File: src/hdl/acs_pkg.sv
// Constants and types shared by the channel sequencer block.
// Contract
// - Config bits 0,0 give eight single-ended inputs referred to analog ground.
// - Config bit0=0, bit1=1 groups the inputs into four fully differential pairs.
// - Config 1,0 gives four pseudo differential pairs; 1,1 gives seven inputs.
// - In the seven-input setting each input is measured against input seven.
// - Differential span minus to plus reference maps onto codes 0 to 4095.
// - Both sequencing bits 0 convert the channel named by the pointer field.
// - Sequencing bits 0,1 cycle through the channels flagged in the list.
// - After loading the list the first conversion uses the lowest flagged channel.
// - Each later list conversion takes the next higher flagged channel.
// - After the highest flagged channel the list wraps to the lowest.
// - A write carrying pattern 1,0 during cycling leaves the cycling undisturbed.
// - Cycling runs until a write sets another pattern, which then takes effect.
// - Sequencing bits 1,1 convert channels 0 up to the pointer field.
// - Consecutive mode needs only the control write, no list write.
// - After enabling consecutive mode the next conversion is channel 0, then up.
// - After the last consecutive channel the run restarts from channel 0.
// - Trigger falling edge starts a conversion; busy stays high for its length.
package acs_pkg;

  // ---------------------------------------------------------------------------
  // Register map (byte addresses) and control and status field positions
  // ---------------------------------------------------------------------------
  localparam logic [3:0] ACS_CTRL_OFS   = 4'h0;
  localparam logic [3:0] ACS_LIST_OFS   = 4'h4;
  localparam logic [3:0] ACS_STATUS_OFS = 4'h8;
  localparam int         CTRL_PTR_LSB   = 0;
  localparam int         CTRL_AUTO_BIT  = 3;
  localparam int         CTRL_LIST_BIT  = 4;
  localparam int         CTRL_CFG0_BIT  = 5;
  localparam int         CTRL_CFG1_BIT  = 6;
  localparam int         STAT_CUR_LSB   = 0;
  localparam int         STAT_BUSY_BIT  = 3;
  localparam int         STAT_LAST_LSB  = 4;
  localparam int         STAT_RES_LSB   = 16;

  // ---------------------------------------------------------------------------
  // Reset values, encodings and timing
  // ---------------------------------------------------------------------------
  localparam logic [2:0]  PTR_RST      = 3'h0;
  localparam logic [7:0]  LIST_RST     = 8'h00;
  localparam logic [2:0]  CHAN_FIRST   = 3'h0;
  localparam logic [2:0]  CHAN_SHARED  = 3'h7;
  localparam logic [11:0] BIPOLAR_FLIP = 12'h800;
  localparam logic [31:0] RDATA_RST    = 32'h0000_0000;
  localparam int          CONV_TIME_NS = 600;
  localparam int          CLK_PERIOD_NS = 8;
  localparam int          CONV_CYCLES  =
    (CONV_TIME_NS + CLK_PERIOD_NS - 1) / CLK_PERIOD_NS;

  typedef enum {ACS_DIRECT, ACS_LIST, ACS_CONSEC} acs_mode_e;

endpackage

File: src/hdl/acs_sequencer.sv
// Channel selection, input grouping and register slave of the converter.
`timescale 1ns/10ps
`default_nettype none

module acs_sequencer
  import acs_pkg::*;
(
  input  wire logic        ref_clk,
  input  wire logic        nrst,
  input  wire logic [3:0]  avs_address,
  input  wire logic        avs_read,
  input  wire logic        avs_write,
  input  wire logic [31:0] avs_writedata,
  input  wire logic [3:0]  avs_byteenable,
  output logic      [31:0] avs_readdata,
  output logic             avs_waitrequest,
  input  wire logic        sample_trigger_n,
  input  wire logic [11:0] sar_code,
  output logic             busy,
  output logic      [2:0]  mux_pos,
  output logic      [2:0]  mux_neg,
  output logic             neg_to_ground,
  output logic      [11:0] result
);

  // ---------------------------------------------------------------------------
  // State
  // ---------------------------------------------------------------------------
  typedef struct packed {
    logic        wait_q;
    logic [31:0] rdata_q;
    logic [2:0]  ptr_q;
    logic        auto_q;
    logic        list_en_q;
    logic        cfg0_q;
    logic        cfg1_q;
    logic [7:0]  list_q;
    logic [2:0]  cur_q;
    logic        busy_q;
    logic [6:0]  cnt_q;
    logic [2:0]  conv_q;
    logic [2:0]  pos_q;
    logic [2:0]  neg_q;
    logic        gnd_q;
    logic        bip_q;
    logic [11:0] res_q;
    logic        trg1_q;
    logic        trg2_q;
    logic        trg3_q;
  } acs_state_s;

  acs_state_s st_q;
  acs_state_s st_d;

  localparam logic [6:0] CONV_LAST = 7'(CONV_CYCLES - 1);

  // Lowest set bit of a mask, channel 0 when the mask is empty.
  function automatic logic [2:0] acs_lowest(input logic [7:0] m);
    logic [2:0] r;
    r = CHAN_FIRST;
    for (int i = 7; i >= 0; i--) begin
      if (m[i]) begin
        r = 3'(i);
      end
    end
    return r;
  endfunction

  function automatic acs_mode_e acs_mode(input logic a, input logic l);
    acs_mode_e m;
    m = ACS_DIRECT;
    if (!a && l) begin
      m = ACS_LIST;
    end else if (a && l) begin
      m = ACS_CONSEC;
    end
    return m;
  endfunction

  // ---------------------------------------------------------------------------
  // Next flagged channel above the current one
  // ---------------------------------------------------------------------------
  logic [7:0] above_mask;

  genvar gi;
  generate
    for (gi = 0; gi < 8; gi++) begin : g_above
      assign above_mask[gi] = st_q.list_q[gi] && (3'(gi) > st_q.cur_q);
    end
  endgenerate

  // ---------------------------------------------------------------------------
  // Next-state logic
  // ---------------------------------------------------------------------------
  acs_mode_e  mode;
  logic       acc;
  logic       wr_acc;
  logic       trig;
  logic       seq_run;
  logic       keep_pat;
  logic [2:0] ch;

  always_comb begin
    st_d     = st_q;
    mode     = acs_mode(st_q.auto_q, st_q.list_en_q);
    acc      = (avs_read || avs_write) && !st_q.wait_q;
    wr_acc   = acc && avs_write && avs_byteenable[0];
    trig     = !st_q.trg2_q && st_q.trg3_q && !st_q.busy_q;
    seq_run  = mode != ACS_DIRECT;
    keep_pat = avs_writedata[CTRL_AUTO_BIT] && !avs_writedata[CTRL_LIST_BIT];
    ch       = (mode == ACS_DIRECT) ? st_q.ptr_q : st_q.cur_q;

    // The trigger is a pin; only the second and third flops feed logic.
    // The flops reset high, so a pin held low across reset starts a conversion three cycles after reset.
    st_d.trg1_q = sample_trigger_n;
    st_d.trg2_q = st_q.trg1_q;
    st_d.trg3_q = st_q.trg2_q;

    // One wait cycle per request, then the answer for one cycle. Read data
    // is captured in the wait cycle so that it already stands at the edge
    // on which the master sees waitrequest low.
    st_d.wait_q = !((avs_read || avs_write) && st_q.wait_q);
    if (avs_read && st_q.wait_q) begin
      case (avs_address)
        ACS_CTRL_OFS: begin
          st_d.rdata_q = {25'h0, st_q.cfg1_q, st_q.cfg0_q, st_q.list_en_q,
                          st_q.auto_q, st_q.ptr_q};
        end
        ACS_LIST_OFS: begin
          st_d.rdata_q = {24'h0, st_q.list_q};
        end
        ACS_STATUS_OFS: begin
          st_d.rdata_q = {4'h0, st_q.res_q, 9'h0, st_q.conv_q,
                          st_q.busy_q, ch};
        end
        default: begin
          st_d.rdata_q = RDATA_RST;
        end
      endcase
    end

    // Conversion start: advance the pointer exactly once.
    if (trig) begin
      st_d.busy_q = 1'b1;
      st_d.cnt_q  = CONV_LAST;
      st_d.conv_q = ch;
      st_d.bip_q  = !st_q.cfg0_q && st_q.cfg1_q;
      case ({st_q.cfg1_q, st_q.cfg0_q})
        2'b00: begin
          st_d.pos_q = ch;
          st_d.neg_q = ch;
          st_d.gnd_q = 1'b1;
        end
        2'b11: begin
          st_d.pos_q = ch;
          st_d.neg_q = CHAN_SHARED;
          st_d.gnd_q = 1'b0;
        end
        default: begin
          st_d.pos_q = {ch[1:0], 1'b0};
          st_d.neg_q = {ch[1:0], 1'b1};
          st_d.gnd_q = 1'b0;
        end
      endcase
      case (mode)
        ACS_LIST: begin
          st_d.cur_q = (|above_mask) ? acs_lowest(above_mask)
                                     : acs_lowest(st_q.list_q);
        end
        ACS_CONSEC: begin
          st_d.cur_q = (st_q.cur_q == st_q.ptr_q) ? CHAN_FIRST
                                                  : st_q.cur_q + 3'h1;
        end
        default: begin
          st_d.cur_q = st_q.ptr_q;
        end
      endcase
    end else if (st_q.busy_q) begin
      st_d.cnt_q = st_q.cnt_q - 7'h1;
      if (st_q.cnt_q == 7'h0) begin
        st_d.busy_q = 1'b0;
        // Offset-binary in the fully differential grouping.
        st_d.res_q  = st_q.bip_q ? (sar_code ^ BIPOLAR_FLIP) : sar_code;
      end
    end

    // Register writes that reload the pointer override the pointer advance of the same cycle.
    if (wr_acc && avs_address == ACS_CTRL_OFS) begin
      st_d.cfg0_q = avs_writedata[CTRL_CFG0_BIT];
      st_d.cfg1_q = avs_writedata[CTRL_CFG1_BIT];
      if (!(seq_run && keep_pat)) begin
        st_d.auto_q    = avs_writedata[CTRL_AUTO_BIT];
        st_d.list_en_q = avs_writedata[CTRL_LIST_BIT];
        st_d.ptr_q     = avs_writedata[CTRL_PTR_LSB +: 3];
        case (acs_mode(avs_writedata[CTRL_AUTO_BIT],
                       avs_writedata[CTRL_LIST_BIT]))
          ACS_LIST: begin
            st_d.cur_q = acs_lowest(st_q.list_q);
          end
          ACS_CONSEC: begin
            st_d.cur_q = CHAN_FIRST;
          end
          default: begin
            st_d.cur_q = avs_writedata[CTRL_PTR_LSB +: 3];
          end
        endcase
      end
    end
    if (wr_acc && avs_address == ACS_LIST_OFS) begin
      st_d.list_q = avs_writedata[7:0];
      if (mode == ACS_LIST) begin
        st_d.cur_q = acs_lowest(avs_writedata[7:0]);
      end
    end
  end

  always_ff @(posedge ref_clk) begin
    if (!nrst) begin
      st_q           <= '0;
      st_q.wait_q    <= 1'b1;
      st_q.ptr_q     <= PTR_RST;
      st_q.list_q    <= LIST_RST;
      st_q.cur_q     <= CHAN_FIRST;
      st_q.gnd_q     <= 1'b1;
      st_q.trg1_q    <= 1'b1;
      st_q.trg2_q    <= 1'b1;
      st_q.trg3_q    <= 1'b1;
    end else begin
      st_q <= st_d;
    end
  end

  assign avs_readdata    = st_q.rdata_q;
  assign avs_waitrequest = st_q.wait_q;
  assign busy            = st_q.busy_q;
  assign mux_pos         = st_q.pos_q;
  assign mux_neg         = st_q.neg_q;
  assign neg_to_ground   = st_q.gnd_q;
  assign result          = st_q.res_q;

  // ---------------------------------------------------------------------------
  // Checks
  // ---------------------------------------------------------------------------
  localparam int CONV_LEN_A = CONV_CYCLES;
endmodule

`default_nettype wire

File: config.mk
export PLATFORM = sky130hd
export DESIGN_NAME = acs_sequencer
export DESIGN_NICKNAME = d
export VERILOG_FILES = /design/src/hdl/acs_pkg.sv /design/src/hdl/acs_sequencer.sv
export SDC_FILE = /design/constraint.sdc
export NUM_CORES = 1
export LEC_CHECK = 0
export BUFFER_PORTS_ARGS = -buffer_cell sky130_fd_sc_hd__buf_2
export CORE_MARGIN = 3
export CORE_UTILIZATION = 55
export CTS_CLUSTER_DIAMETER = 60
export DETAILED_ROUTE_END_ITERATION = 8
export PLACE_DENSITY = 0.92
export RECOVER_POWER = 25
export SYNTH_ARGS = -nofsm -noshare
export SYNTH_HDL_FRONTEND = slang
export SYNTH_SLANG_ARGS = --single-unit
File: constraint.sdc
create_clock -name ref_clk -period 4.7 [get_ports ref_clk]
set_clock_uncertainty 0.2 [all_clocks]
set_input_delay 0.47 -clock ref_clk [delete_from_list [all_inputs] [get_ports ref_clk]]
set_output_delay 0.47 -clock ref_clk [all_outputs]
set_load 0.01 [all_outputs]
=== Word level (Yosys, flattened, before mapping) ===
Cells that the tools add are included.

* Add/subtract/negate cells: 2
* $lt $le $gt $ge: 8
* Equal/unequal tests: 9
* Mux-type cells: 46
* Bitwise logic cells: 4
* Reduce and logical (&&, ||, !) cells: 43

{| class="wikitable"
|+ Operators with widths
! kind !! number
|-
| 32-bit by 2-bit == test with 1-bit output, second input constant || 3
|-
| 3-bit two-way mux || 32
|-
| 28-bit one-hot mux with 3 select lines || 1
|-
| 32-bit by 1-bit == test with 1-bit output, second input constant || 2
|-
| 32-bit two-way mux || 2
|-
| 32-bit logical NOT || 1
|-
| 32-bit nonzero test || 1
|-
| 1-bit logical AND || 24
|-
| 8-bit two-way mux || 2
|-
| 7-bit one-hot mux with 2 select lines || 1
|-
| 3-bit greater-than comparator, first input constant || 4
|-
| 12-bit two-way mux || 1
|-
| 3-bit one-hot mux with 2 select lines || 2
|-
| 1-bit logical NOT || 8
|-
| 2-bit two-way mux || 4
|-
| 8-bit OR reduction || 1
|-
| 7-bit logical NOT || 1
|-
| 7-bit by 1-bit subtractor with 7-bit output, second input constant || 1
|-
| 1-bit by 3-bit greater-than comparator with 1-bit output, first input constant || 2
|-
| 2-bit by 3-bit greater-than comparator with 1-bit output, first input constant || 2
|-
| 4-bit by 3-bit == test with 1-bit output, second input constant || 1
|-
| 4-bit == test, second input constant || 1
|-
| 4-bit logical NOT || 1
|-
| 1-bit NOT || 4
|-
| other kinds (10) || 10
|}

* Register bits after elaboration: 85
* Bits of input ports: 57
* Output and inout bits: 53

=== Depth between registers and ports, before layout ===
Gate-level depths: netlist of run 1.

* Depth in word-level cells: 17
* Depth in mapped cells: 9

=== Least setup slack after synthesis of run 1 ===
Ideal clock, no wire load.

* Kind: reg2reg
* Start point: register st_q[26] in the netlist's numbering
* End point: register st_q, in the netlist result[10]
* Library setup time: 0.116 ns
* Arrival time: 1.792 ns
* Setup slack: 2.592 ns
* Cell stages (with the launch flop): 10
* Path buffers: 1
* Period minus slack after synthesis: 2.108 ns
* Path through: dfxtp_1 > inv_1 > ha_1 > nand2_4 > or2_4 > or4_4 > nor2_8 > buf_12 > mux2i_1 > nor2b_1

* Longest elaborated chain between the ends: 2

{| class="wikitable"
|+ RTL lines
! element !! RTL line !! text
|-
| start: declaration || acs_sequencer.sv:52 || <nowiki>acs_state_s st_q;</nowiki>
|-
| start signal: assignment || acs_sequencer.sv:229 || <nowiki>st_q <= st_d;</nowiki>
|-
| 7-bit logical NOT || acs_sequencer.sv:180 || <nowiki>if (st_q.cnt_q == 7'h0) begin</nowiki>
|-
| 3-bit AND reduction (no line) || n/a ||
|}

Every way passes these cells.
A chain may end at the register's enable or synchronous reset.

==> summary.txt, run 1 <==
Place
  – I/O Buffers: 70
  – Routability Congestion: 0.991
  – Hpwl dp: 6.36 mm

Yosys
  – Synth async-reset ratio: 0%
  – Post-synth top area share: 37.2%
  – Cell variety after synth: 52
  – Synthesis warning total: 0
  – Largest area contributor in the netlist: dfxtp_1
  – Cells after synthesis: 459
  – Post-synth EDFFs: 0
  – Seq/Total Area, Yosys: 37.2%
  – Seq cells post-synth: 73
  – Synth top area cells: dfxtp_1 37%, buf_4 9.6%, nor2b_1 8.0%, mux2i_1 7.1%, a22oi_1 3.8%
  – Top_reg_cell synth: dfxtp_1
  – Synthesized area: 3930 sq um
  – Average size of a mapped cell: 8.56 sq um

Setup path
  – CP delay by family, top: buffers and inverters
  – Worst Setup Path Type: input port to flop
  – Worst Path Max Fanout: 72
  – CP Data Required Time: 4.78 ns
  – Crit path buffers/inverters: 1
  – Crit path DAT: 3.02 ns
  – Slowest stage delay, CP: 1.69 ns
  – CP Cell Sequence: clkbuf_1 -> nand4b_1 -> and3_1 -> a41oi_1
  – Critical path's slowest cell: clkbuf_1
  – Startpoint Class: input port
  – Nature of the critical path endpoint: flop

Routing
  – DR WL/cell: 15.4 um
  – Vias/cell: 5.63
  – Total wire length: 8.90 mm
  – DR pass1 iterations: 6
  – Post-route ant nets: 0
  – Vias: 3,246
  – Iteration-0 DRC Markers: 189
  – DRC Markers: 0

Global routing
  – GRT overflow: 0
  – Initial antenna violation count: 0
  – Pin count of the biggest net entering global routing: 73
  – GRT Util Overall: 21.2%
  – Number of global-route vias before repair: 3,037
  – First-pass GRT wire length: 14.1 mm

Worst hold path
  – Min-Delay Path Class: input port to flop

STA
  – Slew @ Worst Pin: 2.43 ns
  – Final setup fails: 0
  – Max-slew headroom: -62.0%
  – Setup TNS: 0 ns
  – Final hold vios: 0
  – Crit share post-route: 62.7%
  – Slew Viols, Final: 73
  – Final hold slack: 0.100 ns
  – Fin crit period: 2.95 ns
  – Highest clock rate: 0.339 GHz
  – RSZ-0062 raised after global routing: no

Final layout
  – Most frequent cells in the layout: 73 x dfxtp_1, 50 x nor2b_1, 46 x buf_2, 36 x nand2_1, 29 x nor2_1
  – Most common cell after layout, fill and taps aside: dfxtp_1
  – Area Overhead vs Synth: 4.52%
  – Antenna Cells: 0
  – Fin nets: 540
  – Layout cells sized above 1: 13.9%

Floorplanning
  – Initial cell density of the core: 57.2%
  – Die width: 90.5 um
  – Total Die Area: 8190 sq um
  – Core area: 6870 sq um
  – # IOs: 110
  – FP Rows: 30
  – Chip Height: 90.5 um

Clock network
  – Clock root buffer: clkbuf_8
  – Clock latency at the later pin of the worst-skew pair: 0.36 ns
  – CTS Buf Count: 9
  – Post-CTS setup buffer count: 0
  – TritonCTS clock tree: built
  – Sink Count: 73
  – Clock Pin Slew Worst Setup and Hold Paths: 0.08 ns
  – CTS H-tree depth: 3
  – Cts repair resizes: 0
  – CTS Hold Buffers Added: 0
  – CTS max path bufs: 2

Run status
  – Failing checks: max-capacitance violations, max-slew violations
  – Status: finished, violations left

Power
  – Worst VDD drop: 0.180 mV
  – Leakage power: 1.60 nW
  – Pwr dens: 299 nW/um^2

Flow run
  – Max Cap Viol: 1
==> flip-flops by register name, indices dropped and copies added, names as in the netlist <==
name and cells:
avs_readdata 20, mux_neg 3, mux_pos 3, busy 1, result 12, st_d 2, avs_waitrequest 1, st_q 30
neg_to_ground 1
==> cells by family after synthesis <==
kind of cell             Yosys count  share of synthesized area [%]
buffers and inverters             89                           13.9
flip-flops                        73                           37.2
multiplexers                      28                           7.14
AND/OR/NAND/NOR                  156                           21.2
XOR/XNOR                           6                           1.34
other                              1                         0.0955
adder cells (fa/ha/maj)            7                           2.23
AO/OA/AOI/OAI                     99                           16.9
==> worst register-to-register path, cell delays in order (launching register included) <==
cell and delay, ns:
dfxtp_1 0.39, nand2_1 0.50, a2111oi_1 1.21, a22oi_1 0.19, nor2b_1 0.17
==> layout make-up <==
type                            count  area [sq um]
Fill cell                         571          2760
Multi-Input combinational cell    308          1970
Sequential cell                    73          1460
Timing Repair Buffer               70           320
Clock buffer                        9           124
Tap cell                           96           120
Clock inverter                      7          60.1
Inverter                           14          52.6
==> cell usage after synthesis (5+ instances only) <==
master,instances
a211oi_1,5
a21boi_0,5
a21oi_1,17
a22oi_1,20
buf_4,50
clkbuf_1,22
dfxtp_1,73
ha_1,7
inv_1,14
mux2i_1,28
nand2_1,36
nand2b_1,5
nand3_1,6
nor2_1,29
nor2b_1,50
nor3_1,9
o21ai_0,22
o22ai_1,6
o31ai_1,5
xnor2_1,5
==> path summary, 6_finish.rpt <==
check | cells after the start | start | slack, ns | end
max | 4 | nrst | 1.75 | st_q[34]
min | 2 | sample_trigger_n | 0.10 | st_d[1]
min reg2reg | 1 | st_d[1] | 0.22 | st_d[0]
max reg2reg | 4 | avs_waitrequest | 1.99 | avs_readdata[5]
==> power by group <==
group	leakage (nW)	internal, mW	switching, mW
sequential	0.591	0.634	0.0161
combinational	0.927	0.0467	0.0671
clock	0.0848	0.200	0.263
==> stage by stage <==
stage | worst slack [ns] | std cells | power [mW] | util, % | area, sq um
final | 1.75 | 577 | 1.23 | 59.8 | 4110
after global routing | 1.59 | 577 | 1.27 | 59.8 | 4110
after CTS | 2.01 | 577 | 1.23 | 60.2 | 4140
after detailed placement | 1.87 | 561 | 0.775 | 57.5 | 3950
after global placement | 1.98 | 561 | 0.770 | 57.5 | 3950
after floorplan | 2.59 | 470 | 0.755 | - | 3970
==> per-layer routing <==
layer | track usage [%] | part of all wire, %
met5 | 0 | 0
met4 | 7.40 | 2.4
met3 | 6.25 | 5.9
met2 | 35.9 | 50
met1 | 25.6 | 42
(Power assumes the default switching activity.)
==> run 2: changes to the inputs <==
CORE_UTILIZATION = 53   (was 55)
PLACE_DENSITY = 0.89   (was 0.92)
clock period = 3 ns   (was 4.7 ns; I/O delays follow)
==> summary.txt, run 2 (synthesized netlist as in run 1, its figures left out) <==
Worst hold path
  – Min-Delay Path Class: input port to flop
  – Hold path cells: 3
  – Hold path start: sar_code[10]

Routing
  – Metal2 WL: 4.53 mm
  – Post-route ant nets: 0
  – Vias: 3,281
  – Total wire length: 9.42 mm
  – DR pass1 iterations: 5
  – WL met1: 4.08 mm
  – DRC Markers: 0
  – Iteration-0 DRC Markers: 217
  – Vias/cell: 5.60
  – DR WL/cell: 16.1 um
  – Max Used Layer: met4
  – Met3 WL: 610 um

Final layout
  – Most common cell after layout, fill and taps aside: dfxtp_1
  – Fill cell count: 621
  – Number of flip-flops in the largest register: 30
  – Finished Layout Cells: 586
  – Layout cells sized above 1: 14.3%
  – Largest Register: st_q
  – Fin nets: 549
  – Antenna Cells: 0
  – Most frequent cells in the layout: 73 x dfxtp_1, 50 x nor2b_1, 45 x buf_2, 36 x nand2_1, 29 x nor2_1
  – Area Overhead vs Synth: 7.65%
  – Finished Cell Area: 4230 sq um

Power
  – Worst VDD drop: 0.298 mV
  – Pwr dens: 493 nW/um^2
  – Total Power: 2.09 mW
  – Leakage power: 1.67 nW

Setup path
  – Worst Setup Path Type: input port to flop
  – CP Launch Point: avs_write
  – Nature of the critical path endpoint: flop
  – Crit path DAT: 2.44 ns
  – Worst Path Max Fanout: 10
  – Worst r2r src: st_q[26]
  – Reg2Reg Depth: 8
  – CP Data Required Time: 3.00 ns
  – Startpoint Class: input port

Global routing
  – GRT Util Overall: 22.1%
  – Number of global-route vias before repair: 3,104
  – GRT overflow: 0
  – Pin count of the biggest net entering global routing: 60
  – First-pass GRT wire length: 15.1 mm
  – Initial antenna violation count: 0

Place
  – Hpwl dp: 6.45 mm
  – Placed cell areas: 3980 sq um
  – Cells after DPL: 565
  – I/O Buffers: 70
  – Routability Congestion: 0.917

STA
  – Final setup fails: 0
  – Setup TNS: 0 ns
  – Slew Viols, Final: 0
  – Fin crit period: 2.43 ns
  – Final hold vios: 0
  – Max-slew headroom: 16.5%
  – Highest clock rate: 0.411 GHz
  – RSZ-0062 raised after global routing: no
  – Slew @ Worst Pin: 1.24 ns
  – Crit share post-route: 81.1%

Clock network
  – Clock Pin Slew Worst Setup and Hold Paths: 0.08 ns
  – Clock root buffer: clkbuf_8
  – CTS max path bufs: 2
  – Cts repair resizes: 0
  – CTS H-tree depth: 3
  – Sink Count: 73
  – Clock latency at the later pin of the worst-skew pair: 0.36 ns
  – TritonCTS clock tree: built
  – CTS Buf Count: 9

Flow run
  – Max Cap Viol: 0

Floorplanning
  – Chip Height: 92.1 um
  – Initial cell density of the core: 56.3%
  – Core area: 6980 sq um
  – FP Rows: 30
  – Die width: 92.1 um
  – Total Die Area: 8480 sq um
  – # IOs: 110

Run status
  – Status: completed
[run 2: critical path, cell delays in order]
cell and delay (ns):
dlygate4sd3_1 0.54, buf_2 0.13, nor2b_1 0.25, nand3_1 0.19, nand3b_1 0.49, a221oi_1 0.37, a21o_1 0.14, a41oi_1 0.05
[run 2: worst paths after layout]
| check | to | slack (ns) |
|---|---|---|
| hold reg to reg | st_d[0] | 0.21 |
| setup / recovery | st_q[34] | 0.57 |
| hold / removal | result[10] | 0.003 |
| setup reg to reg | result[3] | 0.65 |
[run 2: through the flow]
stage	hold slack, ns	setup WS [ns]	utilization [%]
after floorplan	0.186	0.892	-
after global placement	0.202	0.779	57.0
after detailed placement	0.194	0.656	57.0
after CTS	0.0000960	0.640	61.0
after global routing	0.000497	0.498	60.6
final	0.00251	0.566	60.6
[run 2: where the power goes]
part | total, mW | internal (mW) | switching (mW)
clock network | 0.880 | 0.494 | 0.387
logic | 0.187 | 0.0782 | 0.109
registers | 1.02 | 0.993 | 0.0252
[run 2: layout make-up]
class                           instances  area, sq um  area share (%)
Tap cell                               96          120            2.84
Sequential cell                        73         1460            34.6
Clock inverter                          6         90.1            2.13
Timing Repair Buffer                   79          399            9.44
Clock buffer                           10          138            3.26
Multi-Input combinational cell        308         1970            46.5
Inverter                               14         52.6            1.24
[run 2: repair_timing]
action / 4_1_cts / 5_1_grt
hold buffers: 5 / 0
buffers inserted: 0 / 0
hold endpoints to repair: 4 / 0
[run 2: per-layer routing]
layer | global-route usage, % | vias to the layer above
met4 | 6.56 | 0
met3 | 7.22 | 23
met2 | 35.9 | 132
met5 | 0 | -
li1 | - | 1577
met1 | 27.8 | 1549
==> run 3: changes to the inputs <==
ABC_AREA = 1   (was unset)
CORE_UTILIZATION = 47   (was 53)
PLACE_DENSITY = 0.84   (was 0.89)
clock period = 2.1 ns   (was 3 ns; I/O delays follow)
==> summary.txt, run 3 <==
Yosys
  – Cells after synthesis: 528
  – Synth top area cells: dfxtp_1 38%, buf_4 10%, a21oi_1 7.8%, nand2_1 7.5%, o21ai_0 7.4%
  – Largest area contributor in the netlist: dfxtp_1
  – Average size of a mapped cell: 7.29 sq um
  – Main combinational cell family by area after synthesis: compound AO/OA/AOI/OAI gates
  – Top_reg_cell synth: dfxtp_1
  – Synthesized area: 3850 sq um
  – Synth Area in Simple Gates: 19.6%
  – Synthesis warning total: 0
  – Post-synth EDFFs: 0
  – Post-synth top area share: 38.0%
  – Most common library cells after synthesis: 77 x nand2_1, 73 x dfxtp_1, 60 x a21oi_1
  – Synth async-reset ratio: 0%
  – Seq cells post-synth: 73
  – Seq/Total Area, Yosys: 38.0%
  – Mux cell area share after synthesis: 0%
  – Cell variety after synth: 42
  – Most frequent cell after synthesis: nand2_1
  – XOR/XNOR Fraction of Synth Area: 1.14%
  – Compound-Gate Fraction of Synth Area: 20.4%
  – Adder-cell area share of the yosys netlist: 2.27%

Worst hold path
  – Hold path cells: 5
  – Min-Delay Path Class: input port to flop
  – Worst Hold End: st_q[45]
  – Hold path start: avs_address[0]

Floorplanning
  – FP Rows: 32
  – Total Die Area: 9310 sq um
  – Chip Height: 96.5 um
  – Initial cell density of the core: 49.1%
  – Core area: 7850 sq um
  – # IOs: 110
  – Die width: 96.5 um

STA
  – Final setup fails: 0
  – Final hold vios: 0
  – Final hold slack: 0.0968 ns
  – RSZ-0062 raised after global routing: no
  – Slew Viols, Final: 0
  – Crit share post-route: 95.6%
  – Fin crit period: 2.01 ns
  – Setup TNS: 0 ns
  – Highest clock rate: 0.498 GHz

Global routing
  – GRT Util Overall: 22.2%
  – GRT overflow: 0
  – Pin count of the biggest net entering global routing: 39
  – Number of global-route vias before repair: 3,325
  – First-pass GRT wire length: 15.8 mm
  – Initial antenna violation count: 0

Place
  – Hpwl dp: 7.21 mm
  – Routability Congestion: 0.985
  – I/O Buffers: 70
  – Cells after DPL: 653

Final layout
  – Most common cell after layout, fill and taps aside: nand2_1
  – Number of flip-flops in the largest register: 30
  – Fin nets: 651
  – Sequential cell area: 1470 sq um
  – Area Overhead vs Synth: 14.8%
  – Footprint of the multi-input gates: 1730 sq um
  – Largest Register: st_q
  – Fill cell count: 741
  – Layout cells sized above 1: 17.6%
  – Antenna Cells: 0
  – Most frequent cells in the layout: 77 x nand2_1, 70 x dfxtp_1, 59 x a21oi_1, 57 x o21ai_0, 56 x nor2_1
  – Finished Layout Cells: 694

Routing
  – Post-route ant nets: 0
  – DRC Markers: 0
  – DR WL/cell: 14.8 um
  – Iteration-0 DRC Markers: 362
  – Total wire length: 10.3 mm
  – Vias: 3,704
  – Vias/cell: 5.34
  – DR pass1 iterations: 5

Setup path
  – R2r setup slk: 0.21 ns
  – Slowest stage delay, CP: 0.53 ns
  – Startpoint Class: input port
  – Crit path DAT: 2.05 ns
  – CP Data Required Time: 2.14 ns
  – CP delay by family, top: buffers and inverters
  – Crit path buffers/inverters: 5
  – CP Cell Sequence: dlygate4sd3_1 -> buf_2 -> nand2_1 -> nor2_1 -> inv_1 -> nor2_4 -> inv_2 -> or2_4 -> inv_1 -> a21oi_1 -> o22ai_1 -> a21oi_1
  – Worst r2r src: st_q[34]
  – Nature of the critical path endpoint: flop
  – Reg-to-Reg End: st_q[34]
  – Reg2Reg Depth: 13
  – Critical path's slowest cell: dlygate4sd3_1
  – Worst Path Max Fanout: 13
  – Worst Setup Path Type: input port to flop

Flow run
  – Max Cap Viol: 0

Power
  – Total Power: 3.05 mW
  – Leakage power: 1.90 nW
  – Worst VDD drop: 0.474 mV
  – Pwr dens: 690 nW/um^2

Clock network
  – CTS max path bufs: 2
  – TritonCTS clock tree: built
  – CTS Buf Count: 9
  – CTS H-tree depth: 3
  – Clock root buffer: clkbuf_8
  – Clock Pin Slew Worst Setup and Hold Paths: 0.08 ns
  – Sink Count: 73
  – Clock latency at the later pin of the worst-skew pair: 0.35 ns

Run status
  – Status: completed
[run 3: layer usage]
layer | vias up | global-route usage [%] | wire [um]
met1 | 1698 | 28.7 | 4290
li1 | 1780 | - | -
met3 | 33 | 4.88 | 878
met4 | 0 | 10.3 | 303
met2 | 193 | 35.2 | 4830
met5 | - | 0 | 0
[run 3: worst register-to-register path: stages, from the launching register on]
cell and delay (ns):
dfxtp_4 0.39, inv_1 0.06, ha_1 0.23, a21oi_2 0.14, nand2_1 0.10, nand3b_1 0.15
nor2_2 0.06, a21oi_1 0.13, nand2_1 0.06, nand2_1 0.05, nand2_1 0.05, nand2_1 0.05
nand2_1 0.05, a21oi_1 0.11
[run 3: final cells by class]
type                       count  share of cell area (%)
multi-input combinational    336                    39.2
sequential                    73                    33.2
timing repair buffer         106                    14.6
inverter                      61                    5.18
tap                          102                    2.89
clock buffer                   9                    2.80
clock inverter                 7                    2.10
[run 3: timing repair]
action | CTS | global route
hold endpoints to repair | 25 | 0
setup buffers | 0 | 1
hold buffers | 24 | 0
endpoints found under the setup margin | 0 | 3
gates resized for setup | 0 | 8
[run 3: worst max-delay path by stage]
stage	start	to	slack, ns	cells after the start
after CTS	avs_write	st_q[36]	0.03	12
final	avs_write	st_q[36]	0.09	12
after global routing	avs_write	st_q[36]	0.007	12
after detailed placement	st_q[34]	st_q[34]	0.13	13
after global placement	st_q[34]	st_q[34]	0.19	13
after floorplan	st_q[34]	st_q[34]	0.31	14
[run 3: stage by stage]
step	cell area [sq um]	util, %	worst slack (ns)
detailed placement	3970	50.6	0.133
finish	4420	56.3	0.0915
global placement	3970	50.6	0.186
CTS	4430	56.4	0.0276
global route	4420	56.3	0.00668
floorplan	3890	-	0.309
[run 3: cell families after synthesis]
| group | Yosys count |
|---|---|
| other | 1 |
| adders and majority gates | 7 |
| buffers and inverters | 130 |
| AOI/OAI and AO/OA | 143 |
| and+or+nand+nor | 169 |
| xor gates and xnor gates | 5 |
| DFF | 73 |
[run 3: where the power goes]
| part | total [mW] | internal [mW] | switching, mW |
|---|---|---|---|
| clock | 1.22 | 0.671 | 0.553 |
| sequential | 1.48 | 1.44 | 0.0413 |
| combinational | 0.348 | 0.136 | 0.212 |
